--- config.mk ---
export PLATFORM = sky130hd
export DESIGN_NAME = iof_formatter
export DESIGN_NICKNAME = d
export VERILOG_FILES = /design/src/hdl/iof_pkg.sv /design/src/hdl/iof_formatter.sv
export VERILOG_INCLUDE_DIRS = /design/src /design/src/hdl
export SDC_FILE = /design/constraint.sdc
export NUM_CORES = 2
export LEC_CHECK = 0
export BUFFER_PORTS_ARGS = -buffer_cell sky130_fd_sc_hd__buf_2
export CAP_MARGIN = 30
export CORE_ASPECT_RATIO = 0.7
export CORE_MARGIN = 3
export CORE_UTILIZATION = 39
export DETAILED_ROUTE_END_ITERATION = 10
export GPL_ROUTABILITY_DRIVEN = 0
export PLACE_DENSITY = 0.55
export SLEW_MARGIN = 20
export SYNTH_ARGS = -nofsm -noshare
export SYNTH_HDL_FRONTEND = slang
export SYNTH_SLANG_ARGS = --single-unit
--- constraint.sdc ---
create_clock -name core_clk -period 20.1 [get_ports core_clk]
set_input_delay 4.02 -clock core_clk [delete_from_list [all_inputs] [get_ports core_clk]]
set_output_delay 4.02 -clock core_clk [all_outputs]
set_load 0.01 [all_outputs]
--- src/hdl/iof_map.svh ---
// Register offsets, field positions, reset values and timing counts
`ifndef IOF_MAP_SVH
`define IOF_MAP_SVH
`define IOF_CTRL 8'h00
`define IOF_PAT 8'h04
`define IOF_ROIX 8'h08
`define IOF_ROIY 8'h0c
`define IOF_MAXR 8'h10
`define IOF_RATIO 8'h14
`define IOF_RATE 8'h18
`define IOF_DROPS 8'h1c
`define IOF_STAT 8'h20
`define IOF_C_RUN 0
`define IOF_C_FMT 1
`define IOF_C_RX 4
`define IOF_C_RY 5
`define IOF_C_ISP 6
`define IOF_C_COMP 7
`define IOF_C_ADAPT 8
`define IOF_C_HOLD 9
`define IOF_C_PSEL 10
`define IOF_C_ADC 11
`define IOF_P_SENS 0
`define IOF_P_PIPE 8
`define IOF_ADC10 2'h0
`define IOF_ADC12 2'h1
`define IOF_ADC14 2'h2
`define IOF_ADC_RST 2'h1
`define IOF_MAXR_RST 32'hffffffff
`define IOF_RATIO_ONE 16'h0100
`define IOF_CHROMA_MID 8'h80
`define IOF_CLK_HZ 40000000
`define IOF_WIN_S 1
`define IOF_WIN_CYC (`IOF_WIN_S * `IOF_CLK_HZ)
`define IOF_DIV_STEPS 6'h20
`endif

--- src/hdl/iof_pkg.sv ---
// Types of the image output formatter
package iof_pkg;
  typedef enum logic [2:0] {
    F_GREY8 = 3'b000,
    F_RG8 = 3'b001,
    F_WIDE = 3'b010,
    F_HALF = 3'b011,
    F_QUARTER = 3'b100,
    F_HALF_PK = 3'b101,
    F_QUARTER_PK = 3'b110,
    F_RSVD = 3'b111
  } iof_fmt_e;
  typedef enum logic [1:0] {
    PP_OFF = 2'b00,
    PP_INC = 2'b01,
    PP_VAR = 2'b10,
    PP_RSVD = 2'b11
  } iof_pp_e;
  typedef enum logic [1:0] {
    S_IDLE = 2'b00,
    S_SOF = 2'b01,
    S_SCAN = 2'b10,
    S_DIV = 2'b11
  } iof_st_e;
  typedef struct packed {
    logic ack;
    logic [31:0] rdat;
    logic run;
    iof_fmt_e fmt;
    logic rx, ry, image_processing_core, comp, adapt, hold, psel;
    logic [1:0] adc;
    logic pat_s;
    iof_pp_e pat_p;
    logic [15:0] xo, xw, yo, yh;
    logic [31:0] maxr;
    iof_fmt_e c_fmt;
    logic c_rx, c_ry, c_comp, c_adapt, c_hold;
    iof_pp_e c_pat;
    logic [15:0] c_xo, c_xw, c_yo, c_yh;
    iof_st_e st;
    logic [15:0] x, y;
    logic drop;
    logic [1:0] ph;
    logic pend, m_sof, m_eol, m_eof, m_pon;
    logic [1:0] m_ph;
    logic [7:0] m_pat;
    logic ov, ocv, osof, oeol, oeof;
    logic [15:0] od;
    logic [7:0] inc, fidx, prev;
    logic [1:0] k;
    logic [31:0] wcnt, wbits, rate, raw, cbits, drops;
    logic [5:0] dcnt;
    logic [31:0] drem, dnum;
    logic [15:0] ratio;
  } iof_state_s;
endpackage

--- src/hdl/iof_formatter.sv ---
// Image output formatter: pattern sources, mirroring, ROI, alignment, chroma, rate limit
`timescale 1ns/1ps
`default_nettype none
`include "iof_map.svh"
// Contract
// - Half-rate mode keeps all luma, one Cb and one Cr per two pixels.
// - Quarter-rate mode keeps all luma, each chroma once per four pixels.
// - Eight-bit luma and chroma keep the full 0 to 255 range.
// - Narrow formats drop the surplus low bits of each sample.
// - Wide formats left-align samples in 16 bits, zero-padding low bits.
// - Two selectable pattern sources: sensor side and pipeline entry.
// - Off disables the selected source; real data only when both off.
// - Increment pattern adds one per pixel, wrapping after 255.
// - Frame-sequence pattern varies per frame, restarts at acquisition start.
// - Pipeline pattern overrides sensor pattern when both are on.
// - Later processing treats pattern images like real data.
// - Exposure, gain and black level do not touch the pattern.
// - Compression only with core off and grey or red-green 8-bit format.
// - Adaptive mode updates coding tables; otherwise one fixed table.
// - Over the rate limit: drop frames if hold set, else slow down.
// - Read-only compression ratio, transmitted size over raw size.
// - Read-only measured output datarate in bytes per second.
// - Read-only count of frames dropped for the rate limit.
// - Horizontal mirror reverses pixels before ROI; Bayer phase may change.
// - Vertical mirror reverses lines before ROI; Bayer phase may change.
module iof_formatter
  import iof_pkg::*;
#(
  parameter int SENS_W = 1024,
  parameter int SENS_H = 768,
  parameter logic [31:0] WIN_CYC = `IOF_WIN_CYC,
  parameter logic [1:0] BAYER_BASE = 2'b00
) (
  input wire logic core_clk,
  input wire logic sys_rst,
  input wire logic clk_en,
  input wire logic wb_cyc_i,
  input wire logic wb_stb_i,
  input wire logic wb_we_i,
  input wire logic [7:0] wb_adr_i,
  input wire logic [3:0] wb_sel_i,
  input wire logic [31:0] wb_dat_i,
  output logic [31:0] wb_dat_o,
  output logic wb_ack_o,
  output logic fetch_req,
  output logic [15:0] fetch_x,
  output logic [15:0] fetch_y,
  input wire logic [13:0] pix_sample,
  input wire logic [7:0] pix_luma,
  input wire logic [7:0] pix_cb,
  input wire logic [7:0] pix_cr,
  output logic out_valid,
  input wire logic out_ready,
  output logic [15:0] out_data,
  output logic out_cvalid,
  output logic out_sof,
  output logic out_eol,
  output logic out_eof,
  output logic sensor_pattern_en,
  output logic [1:0] adc_depth_sel,
  output logic acq_running
);

  function automatic iof_state_s rst_val();
    iof_state_s r;
    r = '0;
    r.xw = 16'(SENS_W);
    r.yh = 16'(SENS_H);
    r.c_xw = 16'(SENS_W);
    r.c_yh = 16'(SENS_H);
    r.adc = `IOF_ADC_RST;
    r.maxr = `IOF_MAXR_RST;
    r.ratio = `IOF_RATIO_ONE;
    return r;
  endfunction

  localparam iof_state_s RST = rst_val();

  iof_state_s s;
  iof_state_s next_s;

  logic comp_ok;
  logic issue;
  logic [15:0] xl;
  logic [15:0] yl;

  always_comb begin
    // Compression is only legal on raw 8-bit single-channel data
    comp_ok = s.comp && !s.image_processing_core && (s.fmt == F_GREY8 || s.fmt == F_RG8);
    xl = 16'(s.c_xo + s.c_xw - 16'h0001);
    yl = 16'(s.c_yo + s.c_yh - 16'h0001);
    // One pixel in flight at a time keeps the output slot free on return
    issue = (s.st == S_SCAN) && !s.drop && !s.pend && (!s.ov || out_ready);
  end

  always_comb begin
    logic [31:0] cw;
    logic [31:0] m;
    logic [31:0] w;
    logic [15:0] a16;
    logic [7:0] b8;
    logic [7:0] lu;
    logic [7:0] cb;
    logic [7:0] cr;
    logic [7:0] res;
    logic [7:0] mag;
    logic [3:0] bits;
    logic [31:0] rem;
    cw = '0;
    m = '0;
    w = '0;
    a16 = '0;
    b8 = '0;
    lu = '0;
    cb = '0;
    cr = '0;
    res = '0;
    mag = '0;
    bits = '0;
    rem = '0;
    next_s = s;

    // Wishbone slave, one wait state, unmapped reads return zero
    cw[`IOF_C_RUN] = s.run;
    cw[`IOF_C_FMT +: 3] = s.fmt;
    cw[`IOF_C_RX] = s.rx;
    cw[`IOF_C_RY] = s.ry;
    cw[`IOF_C_ISP] = s.image_processing_core;
    cw[`IOF_C_COMP] = s.comp;
    cw[`IOF_C_ADAPT] = s.adapt;
    cw[`IOF_C_HOLD] = s.hold;
    cw[`IOF_C_PSEL] = s.psel;
    cw[`IOF_C_ADC +: 2] = s.adc;
    m = {{8{wb_sel_i[3]}}, {8{wb_sel_i[2]}}, {8{wb_sel_i[1]}}, {8{wb_sel_i[0]}}};
    next_s.ack = wb_cyc_i && wb_stb_i && !s.ack;
    if (next_s.ack) begin
      unique case (wb_adr_i)
        `IOF_CTRL: next_s.rdat = cw;
        `IOF_PAT: next_s.rdat = {22'h0, s.pat_p, 7'h0, s.pat_s};
        `IOF_ROIX: next_s.rdat = {s.xw, s.xo};
        `IOF_ROIY: next_s.rdat = {s.yh, s.yo};
        `IOF_MAXR: next_s.rdat = s.maxr;
        `IOF_RATIO: next_s.rdat = {16'h0, s.ratio};
        `IOF_RATE: next_s.rdat = s.rate;
        `IOF_DROPS: next_s.rdat = s.drops;
        `IOF_STAT: next_s.rdat = {28'h0, s.st != S_IDLE,
          BAYER_BASE ^ {s.c_ry, s.c_rx}, comp_ok};
        default: next_s.rdat = '0;
      endcase
    end
    if (next_s.ack && wb_we_i) begin
      unique case (wb_adr_i)
        `IOF_CTRL: begin
          w = (cw & ~m) | (wb_dat_i & m);
          if (w[`IOF_C_RUN] && !s.run) begin
            next_s.fidx = '0;
            next_s.drops = '0;
          end
          next_s.run = w[`IOF_C_RUN];
          next_s.fmt = iof_fmt_e'(w[`IOF_C_FMT +: 3]);
          next_s.rx = w[`IOF_C_RX];
          next_s.ry = w[`IOF_C_RY];
          next_s.image_processing_core = w[`IOF_C_ISP];
          next_s.comp = w[`IOF_C_COMP];
          next_s.adapt = w[`IOF_C_ADAPT];
          next_s.hold = w[`IOF_C_HOLD];
          next_s.psel = w[`IOF_C_PSEL];
          // Depth changes mid-acquisition would corrupt alignment
          if (!s.run) begin
            next_s.adc = w[`IOF_C_ADC +: 2];
          end
        end
        `IOF_PAT: begin
          // Only the generator picked by the selector is changed
          if (s.psel) begin
            if (wb_sel_i[1]) begin
              next_s.pat_p = iof_pp_e'(wb_dat_i[`IOF_P_PIPE +: 2]);
            end
          end else if (wb_sel_i[0]) begin
            next_s.pat_s = wb_dat_i[`IOF_P_SENS];
          end
        end
        `IOF_ROIX: begin
          w = ({s.xw, s.xo} & ~m) | (wb_dat_i & m);
          next_s.xo = w[15:0];
          next_s.xw = w[31:16];
        end
        `IOF_ROIY: begin
          w = ({s.yh, s.yo} & ~m) | (wb_dat_i & m);
          next_s.yo = w[15:0];
          next_s.yh = w[31:16];
        end
        `IOF_MAXR: next_s.maxr = (s.maxr & ~m) | (wb_dat_i & m);
        default: begin
        end
      endcase
    end

    // Output slot drains on handshake
    if (s.ov && out_ready) begin
      next_s.ov = 1'b0;
    end

    // Pixel return: format and place into the output slot
    if (s.pend) begin
      next_s.pend = 1'b0;
      a16 = (s.adc == `IOF_ADC10) ? {pix_sample[9:0], 6'h00} :
        (s.adc == `IOF_ADC12) ? {pix_sample[11:0], 4'h0} :
        {pix_sample[13:0], 2'h0};
      lu = pix_luma;
      cb = pix_cb;
      cr = pix_cr;
      // Pattern replaces the sensor stream after gain and exposure
      if (s.m_pon) begin
        a16 = {s.m_pat, 8'h00};
        lu = s.m_pat;
        cb = `IOF_CHROMA_MID;
        cr = `IOF_CHROMA_MID;
      end
      b8 = a16[15:8];
      next_s.ocv = 1'b0;
      unique case (s.c_fmt)
        F_GREY8, F_RG8: next_s.od = {8'h00, b8};
        F_HALF, F_HALF_PK: begin
          next_s.od = {s.m_ph[0] ? cr : cb, lu};
          next_s.ocv = 1'b1;
        end
        F_QUARTER, F_QUARTER_PK: begin
          next_s.od = {s.m_ph == 2'h0 ? cb : s.m_ph == 2'h2 ? cr : 8'h00, lu};
          next_s.ocv = !s.m_ph[0];
        end
        default: next_s.od = a16;
      endcase
      // Downstream gamma and balance see the pattern as ordinary pixels
      next_s.ov = 1'b1;
      next_s.osof = s.m_sof;
      next_s.oeol = s.m_eol;
      next_s.oeof = s.m_eof;
      // Coding-cost estimate from neighbour residual
      res = 8'(b8 - s.prev);
      mag = res[7] ? 8'(-res) : res;
      if ({1'b0, mag} < (9'h002 << s.k)) begin
        bits = 4'h2;
      end else if ({1'b0, mag} < (9'h008 << s.k)) begin
        bits = 4'h4;
      end else if ({1'b0, mag} < (9'h020 << s.k)) begin
        bits = 4'h6;
      end else begin
        bits = 4'ha;
      end
      next_s.prev = b8;
      if (!s.c_adapt) begin
        next_s.k = 2'h0;
      end else if (bits == 4'ha && s.k != 2'h3) begin
        next_s.k = 2'(s.k + 2'h1);
      end else if (bits == 4'h2 && s.k != 2'h0) begin
        next_s.k = 2'(s.k - 2'h1);
      end
      next_s.cbits = s.cbits + 32'(bits);
      next_s.raw = s.raw + 32'(next_s.ocv ? 2 : (s.c_fmt == F_WIDE ? 2 : 1));
      next_s.wbits = s.wbits + (s.c_comp ? 32'(bits) :
        32'(next_s.ocv || s.c_fmt == F_WIDE ? 16 : 8));
    end

    // Datarate window of one second
    if (s.wcnt >= WIN_CYC - 32'h1) begin
      next_s.wcnt = '0;
      next_s.rate = {3'h0, next_s.wbits[31:3]};
      next_s.wbits = '0;
    end else begin
      next_s.wcnt = s.wcnt + 32'h1;
    end

    unique case (s.st)
      S_IDLE: begin
        if (s.run) begin
          next_s.st = S_SOF;
        end
      end
      S_SOF: begin
        if (!s.run) begin
          next_s.st = S_IDLE;
        end else if ({3'h0, s.wbits[31:3]} < s.maxr || s.hold) begin
          // Settings land only on a frame boundary
          next_s.c_fmt = s.fmt;
          next_s.c_rx = s.rx;
          next_s.c_ry = s.ry;
          next_s.c_comp = comp_ok;
          next_s.c_adapt = s.adapt;
          next_s.c_hold = s.hold;
          next_s.c_pat = s.pat_p;
          next_s.c_xo = s.xo;
          next_s.c_xw = s.xw;
          next_s.c_yo = s.yo;
          next_s.c_yh = s.yh;
          next_s.x = s.xo;
          next_s.y = s.yo;
          next_s.ph = '0;
          next_s.inc = '0;
          next_s.cbits = '0;
          next_s.raw = '0;
          next_s.drop = {3'h0, s.wbits[31:3]} >= s.maxr;
          if ({3'h0, s.wbits[31:3]} >= s.maxr) begin
            next_s.drops = s.drops + 32'h1;
          end
          next_s.st = S_SCAN;
        end
        // Without hold, waiting for the window lowers the frame rate
      end
      S_SCAN: begin
        if (issue) begin
          next_s.pend = 1'b1;
          next_s.m_sof = (s.x == s.c_xo) && (s.y == s.c_yo);
          next_s.m_eol = s.x == xl;
          next_s.m_eof = (s.x == xl) && (s.y == yl);
          next_s.m_ph = s.ph;
          next_s.ph = 2'(s.ph + 2'h1);
          next_s.m_pon = s.c_pat != PP_OFF;
          next_s.m_pat = (s.c_pat == PP_VAR) ?
            8'(s.x[7:0] + s.y[7:0] + s.fidx) : s.inc;
          next_s.inc = 8'(s.inc + 8'h01);
        end
        if (issue || s.drop) begin
          if (s.x == xl) begin
            next_s.x = s.c_xo;
            next_s.ph = '0;
            next_s.y = 16'(s.y + 16'h0001);
            if (s.y == yl) begin
              next_s.fidx = 8'(s.fidx + 8'h01);
              next_s.dcnt = `IOF_DIV_STEPS;
              next_s.drem = '0;
              next_s.dnum = {next_s.cbits[26:3], 8'h00};
              next_s.st = s.drop ? S_SOF : S_DIV;
            end
          end else begin
            next_s.x = 16'(s.x + 16'h0001);
          end
        end
      end
      S_DIV: begin
        // Restoring divide gives the ratio in 8.8 fixed point
        if (s.pend) begin
          next_s.dnum = s.dnum;
        end else if (!s.c_comp) begin
          next_s.ratio = `IOF_RATIO_ONE;
          next_s.st = S_SOF;
        end else if (s.dcnt == 6'h00) begin
          next_s.ratio = s.dnum[15:0];
          next_s.st = S_SOF;
        end else begin
          rem = {s.drem[30:0], s.dnum[31]};
          next_s.dnum = {s.dnum[30:0], rem >= s.raw};
          next_s.drem = (rem >= s.raw) ? rem - s.raw : rem;
          next_s.dcnt = 6'(s.dcnt - 6'h01);
        end
      end
      default: next_s.st = S_IDLE;
    endcase
  end

  always_ff @(posedge core_clk or posedge sys_rst) begin
    if (sys_rst) begin
      s <= RST;
    end else if (clk_en) begin
      s <= next_s;
    end
  end

  // Mirror is applied to the fetch address, so the ROI cuts the flipped frame
  assign fetch_req = issue;
  assign fetch_x = s.c_rx ? 16'(SENS_W - 1) - s.x : s.x;
  assign fetch_y = s.c_ry ? 16'(SENS_H - 1) - s.y : s.y;
  assign wb_ack_o = s.ack;
  assign wb_dat_o = s.rdat;
  assign out_valid = s.ov;
  assign out_data = s.od;
  assign out_cvalid = s.ocv;
  assign out_sof = s.osof;
  assign out_eol = s.oeol;
  assign out_eof = s.oeof;
  assign sensor_pattern_en = s.pat_s;
  assign adc_depth_sel = s.adc;
  assign acq_running = s.run;

endmodule
`default_nettype wire

### After elaboration in Yosys (flattened, before gate mapping)

Index checks and enable logic that the tools add are counted.

| word-level totals | value |
|---|---|
| output and inout bits | 91 |
| latch bits | 0 |
| memory bits (writable) | 0 |
| input port bits | 89 |
| memories kept | 0 |
| logic and storage cells | 300 |
| register bits after elaboration | 591 |
| ROM bits | 0 |

| cells by class | value |
|---|---|
| eq/ne operators | 42 |
| divide/modulo/power cells | 0 |
| muxes and demuxes | 84 |
| shift operators | 3 |
| bitwise gates (word level) | 13 |
| reduce and logical (&&, ||, !) cells | 65 |
| $add $sub $neg | 24 |
| multiply operators | 0 |
| order comparisons | 7 |

Operators by type and width:

| cell | number |
|---|---|
| 70-bit two-way mux | 5 |
| 96-bit two-way mux | 3 |
| 32-bit one-hot mux with 9 select lines | 1 |
| 32-bit two-way mux | 8 |
| 16-bit two-way mux | 10 |
| 8-bit two-way mux | 18 |
| 70-bit one-hot mux with 2 select lines | 1 |
| 32-bit bitwise AND | 4 |
| 64-bit two-way mux | 2 |
| 32-bit bitwise OR | 3 |
| 32-bit by 1-bit adder with 32-bit output (second input constant) | 2 |
| 16-bit == test | 4 |
| 32-bit one-hot mux with 2 select lines | 1 |
| 16-bit one-hot mux with 3 select lines | 1 |
| 38-bit two-way mux | 1 |
| 37-bit two-way mux | 1 |
| 35-bit two-way mux | 1 |
| 34-bit two-way mux | 1 |
| 16-bit by 1-bit adder with 16-bit output (second input constant) | 2 |
| 16-bit adder | 2 |
| 32-bit by 2-bit adder with 32-bit output | 1 |
| 32-bit by 4-bit adder with 32-bit output | 1 |
| 32-bit by 5-bit adder with 32-bit output | 1 |
| 8-bit by 5-bit == test with 1-bit output (second input constant) | 4 |
| 62 further kinds | 160 |

### Logic depth before layout (Yosys ltp)

| logic depth | value |
|---|---|
| depth after elaboration | 19 |
| depth in mapped cells | 35 |

### Worst setup path after synthesis

No wires, ideal clock.

| path | value |
|---|---|
| path kind | input to register |
| start point | input port pix_sample[3] |
| end point | register s[206] (netlist bit) |
| setup time | 83 ps |
| buffers on the path | 1 |
| stages on the path | 32 |
| arrival | 10079 ps |
| slack | 9939 ps |
| path through | nor2b_1 > a211oi_1 > o31ai_1 > ha_1 > nor2b_1 > o21ai_0 > a21o_1 > a21oi_1 > o21ai_0 > nand2_1 > a31oi_1 > xnor2_1 > ha_1 > o21a_1 > o21ai_0 > nand2b_1 > a211oi_1 > a221oi_1 > nor2_1 > and2_1 > fa_1 > a21o_1 > a21oi_1 > nor4b_1 > and3_1 > and3_1 > and3_1 > and3_1 > clkbuf_1 > nand3_1 > xor2_1 > o21ai_0 |

| between the ends | value |
|---|---|
| longest elaborated chain between the ends | 14 |

RTL lines:

| element | RTL line | source |
|---|---|---|
| start, declared | iof_formatter.sv:48 | `input wire logic [13:0] pix_sample,` |
| 16-bit two-way mux (*) | iof_formatter.sv:207 | `` a16 = (s.adc == `IOF_ADC10) ? {pix_sample[9:0], 6'h00} : `` |
| 16-bit two-way mux (*) | iof_formatter.sv:214 | `if (s.m_pon) begin` |
| 16-bit two-way mux (*) | iof_formatter.sv:205 | `if (s.pend) begin` |
| 8-bit subtractor (*) | iof_formatter.sv:240 | `res = 8'(b8 - s.prev);` |
| 8-bit negator | iof_formatter.sv:241 | `mag = res[7] ? 8'(-res) : res;` |
| 8-bit two-way mux (*) | iof_formatter.sv:241 |  |
| 8-bit by 9-bit < comparator with 1-bit output | iof_formatter.sv:246 | `end else if ({1'b0, mag} < (9'h020 << s.k)) begin` |
| 4-bit two-way mux | iof_formatter.sv:246 |  |
| 4-bit two-way mux | iof_formatter.sv:244 | `end else if ({1'b0, mag} < (9'h008 << s.k)) begin` |
| 4-bit two-way mux (*) | iof_formatter.sv:242 | `if ({1'b0, mag} < (9'h002 << s.k)) begin` |
| 4-bit two-way mux (*) | iof_formatter.sv:205 |  |
| 5-bit two-way mux (*) | iof_formatter.sv:261 | `next_s.wbits = s.wbits + (s.c_comp ? 32'(bits) :` |
| 32-bit by 5-bit adder with 32-bit output (*) | iof_formatter.sv:261 |  |
| 32-bit two-way mux (*) | iof_formatter.sv:205 |  |
| end signal, assigned | iof_formatter.sv:365 | `s <= next_s;` |
| end, declared | iof_formatter.sv:79 | `iof_state_s s;` |

Every way passes the cells marked *; elsewhere a longest branch is shown, timed or not. The select of a mux whose other input is x is not followed.
A chain may end at the register's enable or synchronous reset.

### Worst setup path in the final report

| path | value |
|---|---|
| start point | input port pix_sample[3] |
| end point | register s[243] (netlist bit) |

| between the ends | value |
|---|---|
| longest elaborated chain between the ends | 15 |

RTL lines:

| element | RTL line | source |
|---|---|---|
| 16-bit two-way mux (*) | iof_formatter.sv:207 |  |
| 16-bit two-way mux (*) | iof_formatter.sv:214 |  |
| 16-bit two-way mux (*) | iof_formatter.sv:205 |  |
| 8-bit subtractor (*) | iof_formatter.sv:240 |  |
| 8-bit negator | iof_formatter.sv:241 |  |
| 8-bit two-way mux (*) | iof_formatter.sv:241 |  |
| 8-bit by 9-bit < comparator with 1-bit output | iof_formatter.sv:246 |  |
| 4-bit two-way mux | iof_formatter.sv:246 |  |
| 4-bit two-way mux | iof_formatter.sv:244 |  |
| 4-bit two-way mux (*) | iof_formatter.sv:242 |  |
| 4-bit two-way mux (*) | iof_formatter.sv:205 |  |
| 5-bit two-way mux (*) | iof_formatter.sv:261 |  |
| 32-bit by 5-bit adder with 32-bit output (*) | iof_formatter.sv:261 |  |
| 32-bit two-way mux (*) | iof_formatter.sv:205 |  |
| 64-bit two-way mux (*) | iof_formatter.sv:266 | `if (s.wcnt >= WIN_CYC - 32'h1) begin` |

Marks and branches as above.

==> impl_metrics.ini <==
[outcome]
outcome = finished clean

[critical_path]
cp_max_fo = 10
critPathCaptureType = flip-flop
startpoint_type = primary input
r2r_end = s[243]
ff2ff_setup_slack_ns = 11.46
arrival_ns = 11.69
crit_slowest_cell = nor4b_1
path_class = in2reg
cpMostUsedCell = and3_1
crit_required_ns = 20.62
slowest_delay_ns = 0.85
r2r_cells = 31

[logic_synthesis]
netlist_instances = 3955
ys_seq_elements = 584
synthMostInstantiatedCell = dfrtp_1
synth_ff_type = dfrtp_1
synth.distinct_cells = 86
netlist.area_leader.share_pct = 37.33
syn-cell-area_um2 = 36470
synth-edff-count = 0
async_reset_ff_share_pct = 100.0
yosysSeqAreaShare_pct = 40.21
yosys_warnings = 0
syn_nets = 4228
synth_common_cells = 544 x dfrtp_1, 398 x nand2_1, 303 x o21ai_0
synth.area.top_cells = dfrtp_1 37%, mux2_2 7.6%, ha_1 5.8%, o21ai_0 4.2%, nand2_1 4.1%
synth_largest_area_cell = dfrtp_1
syn_avg_cell_area_um2 = 9.221

[floorplan]
fp.coreArea_um2 = 92390
die_h_um = 261.9
ioPinCount = 180
die_x_um = 371.5
fp-row-count = 93
start_util_pct = 39.47
die_area_um2 = 97280

[timing]
slew_headroom_pct = 31.28
fin_tns_setup_ns = 0
final-hold-violation-count = 0
rsz0062_at_grt = false
fin_crit_sh_pct = 55.60
tightestPinTransition_ns = 1.030
setup_viol_count_final = 0
skew_ns = 0.03445
fin_ws_ns = 8.924
fin_crit_ns = 11.18
slew_violations = 0
fmax_mhz = 89.48

[power]
ir_worst_vdd_mv = 0.09766
power_density_nw_per_um2 = 102.1
power_leakage_nw = 18.39
power.total_mw = 4.124

[drt]
drtIter0Drc = 2554
ant_nets = 0
dr.pass1.iters = 8
routed_via_density = 5.475
drc_errors = 0
wl_per_cell_um = 20.66
routed_wl_um = 109100
vias = 28921

[clock_network]
h-tree-depth = 2
cts_made_buffers = 61
tritoncts = yes
postCtsSetupBuffers = 0
holdBufCountCts = 0
clk_path_buf_depth = 3
cts_sinks = 584
clock_latency_ns = 0.66
clock_tree.root_cell = clkbuf_16
path_clk_slew_ns = 0.07
cts.repair.resized = 0

[layout]
final_nets = 4267
post-route-util_pct = 43.73
area_delta_synth_final_pct = 10.79
layout-drive-gt1-share_pct = 16.56
fill_cells = 9118
fin_area_um2 = 40400

[worst_hold_path]
hold_depth = 2
min-delay-start = out_cvalid
hp-class = reg2reg
holdPathEnd = out_cvalid

[place]
pre_cts_slack_ns = 8.357
dpl-instance-area_um2 = 38210
hpwlAfterDp_um = 81200
numPortBuffers = 179

[global_routing]
antenna_found_initial = 4
grt_max_degree = 161
grt_pass1_vias = 26964
gr-total-overflow = 0
grt_pass1_wl_um = 167200
grt_use_total_pct = 22.11

[job]
drv_cap = 0
## critical path: cells and delay by family
family	cells	cell delay (ns)
xor gates and xnor gates	2	0.33
adders and majority gates	4	1.01
buffers and inverters	1	0.10
and+or+nand+nor	14	3.42
AOI/OAI and AO/OA	11	2.80
## worst max-delay path by stage
stage                       start                         end
floorplan                 sys_rst  asynchronous set/reset pin
global placement    pix_sample[3]                      s[241]
detailed placement  pix_sample[3]                      s[208]
CTS                 pix_sample[3]                      s[206]
global route        pix_sample[3]                      s[239]
finish              pix_sample[3]                      s[243]
## metal layers
metal	track usage (%)	routed length (um)	vias to the layer above
met5	0	27	-
met4	4.069	1647	4
met3	7.159	10700	110
met2	29.48	42300	826
met1	34.41	54460	14124
li1	-	-	13857
## where the power goes
group	total (mW)	internal, mW	switching (mW)
combinational	1.43	0.606	0.826
sequential	1.49	1.31	0.181
clock	1.20	0.686	0.517
total	4.12	2.60	1.52
## through the flow
stage / hold WS [ns] / cells
floorplan: 0.4348 / 3955
global placement: 0.4584 / 5156
detailed placement: 0.4547 / 5161
CTS: 0.4700 / 5275
global route: 0.4959 / 5281
finish: 0.4661 / 5282
## cell usage in the layout, fill, tap and decap left out, drive strengths merged, types with 30 or more instances in the layout
| cell | netlist | final |
|---|---|---|
| dfrtp | 544 | 544 |
| nand2 | 399 | 399 |
| o21ai | 317 | 317 |
| inv | 297 | 298 |
| nor2 | 282 | 282 |
| mux2 | 246 | 246 |
| buf | 87 | 234 |
| ha | 169 | 169 |
| a21oi | 159 | 159 |
| xor2 | 155 | 155 |
| xnor2 | 152 | 152 |
| nand3 | 130 | 130 |
| clkbuf | 173 | 87 |
| mux2i | 61 | 61 |
| and3 | 56 | 56 |
| nand4 | 54 | 54 |
| nor3 | 44 | 44 |
| a21o | 43 | 43 |
| dfstp | 40 | 40 |
| nand2b | 38 | 38 |
| a22oi | 35 | 35 |
| a31oi | 34 | 34 |
| o31ai | 31 | 31 |
| nor2b | 30 | 30 |
## cell type report
| class | instances | area [um2] | share of cell area (%) |
|---|---|---|---|
| clock inverters | 28 | 335.3 | 0.8299 |
| diodes | 2 | 5.005 | 0.01239 |
| flip-flops and latches | 584 | 14660 | 36.29 |
| multi-input cells | 2813 | 19540 | 48.35 |
| well taps | 1235 | 1545 | 3.824 |
| repair buffers | 236 | 1445 | 3.577 |
| inverters | 298 | 1122 | 2.778 |
| clock buffers | 86 | 1750 | 4.332 |
## cell families after synthesis
| family | after synthesis | synth area share (%) |
|---|---|---|
| AO/OA/AOI/OAI | 867 | 15.08 |
| XOR/XNOR | 307 | 7.373 |
| adder cells (fa/ha/maj) | 184 | 6.621 |
| buffers and inverters | 558 | 6.419 |
| flip-flops | 584 | 40.21 |
| multiplexers | 315 | 9.764 |
| AND/OR/NAND/NOR | 1140 | 14.53 |
(Power assumes the default switching activity.)
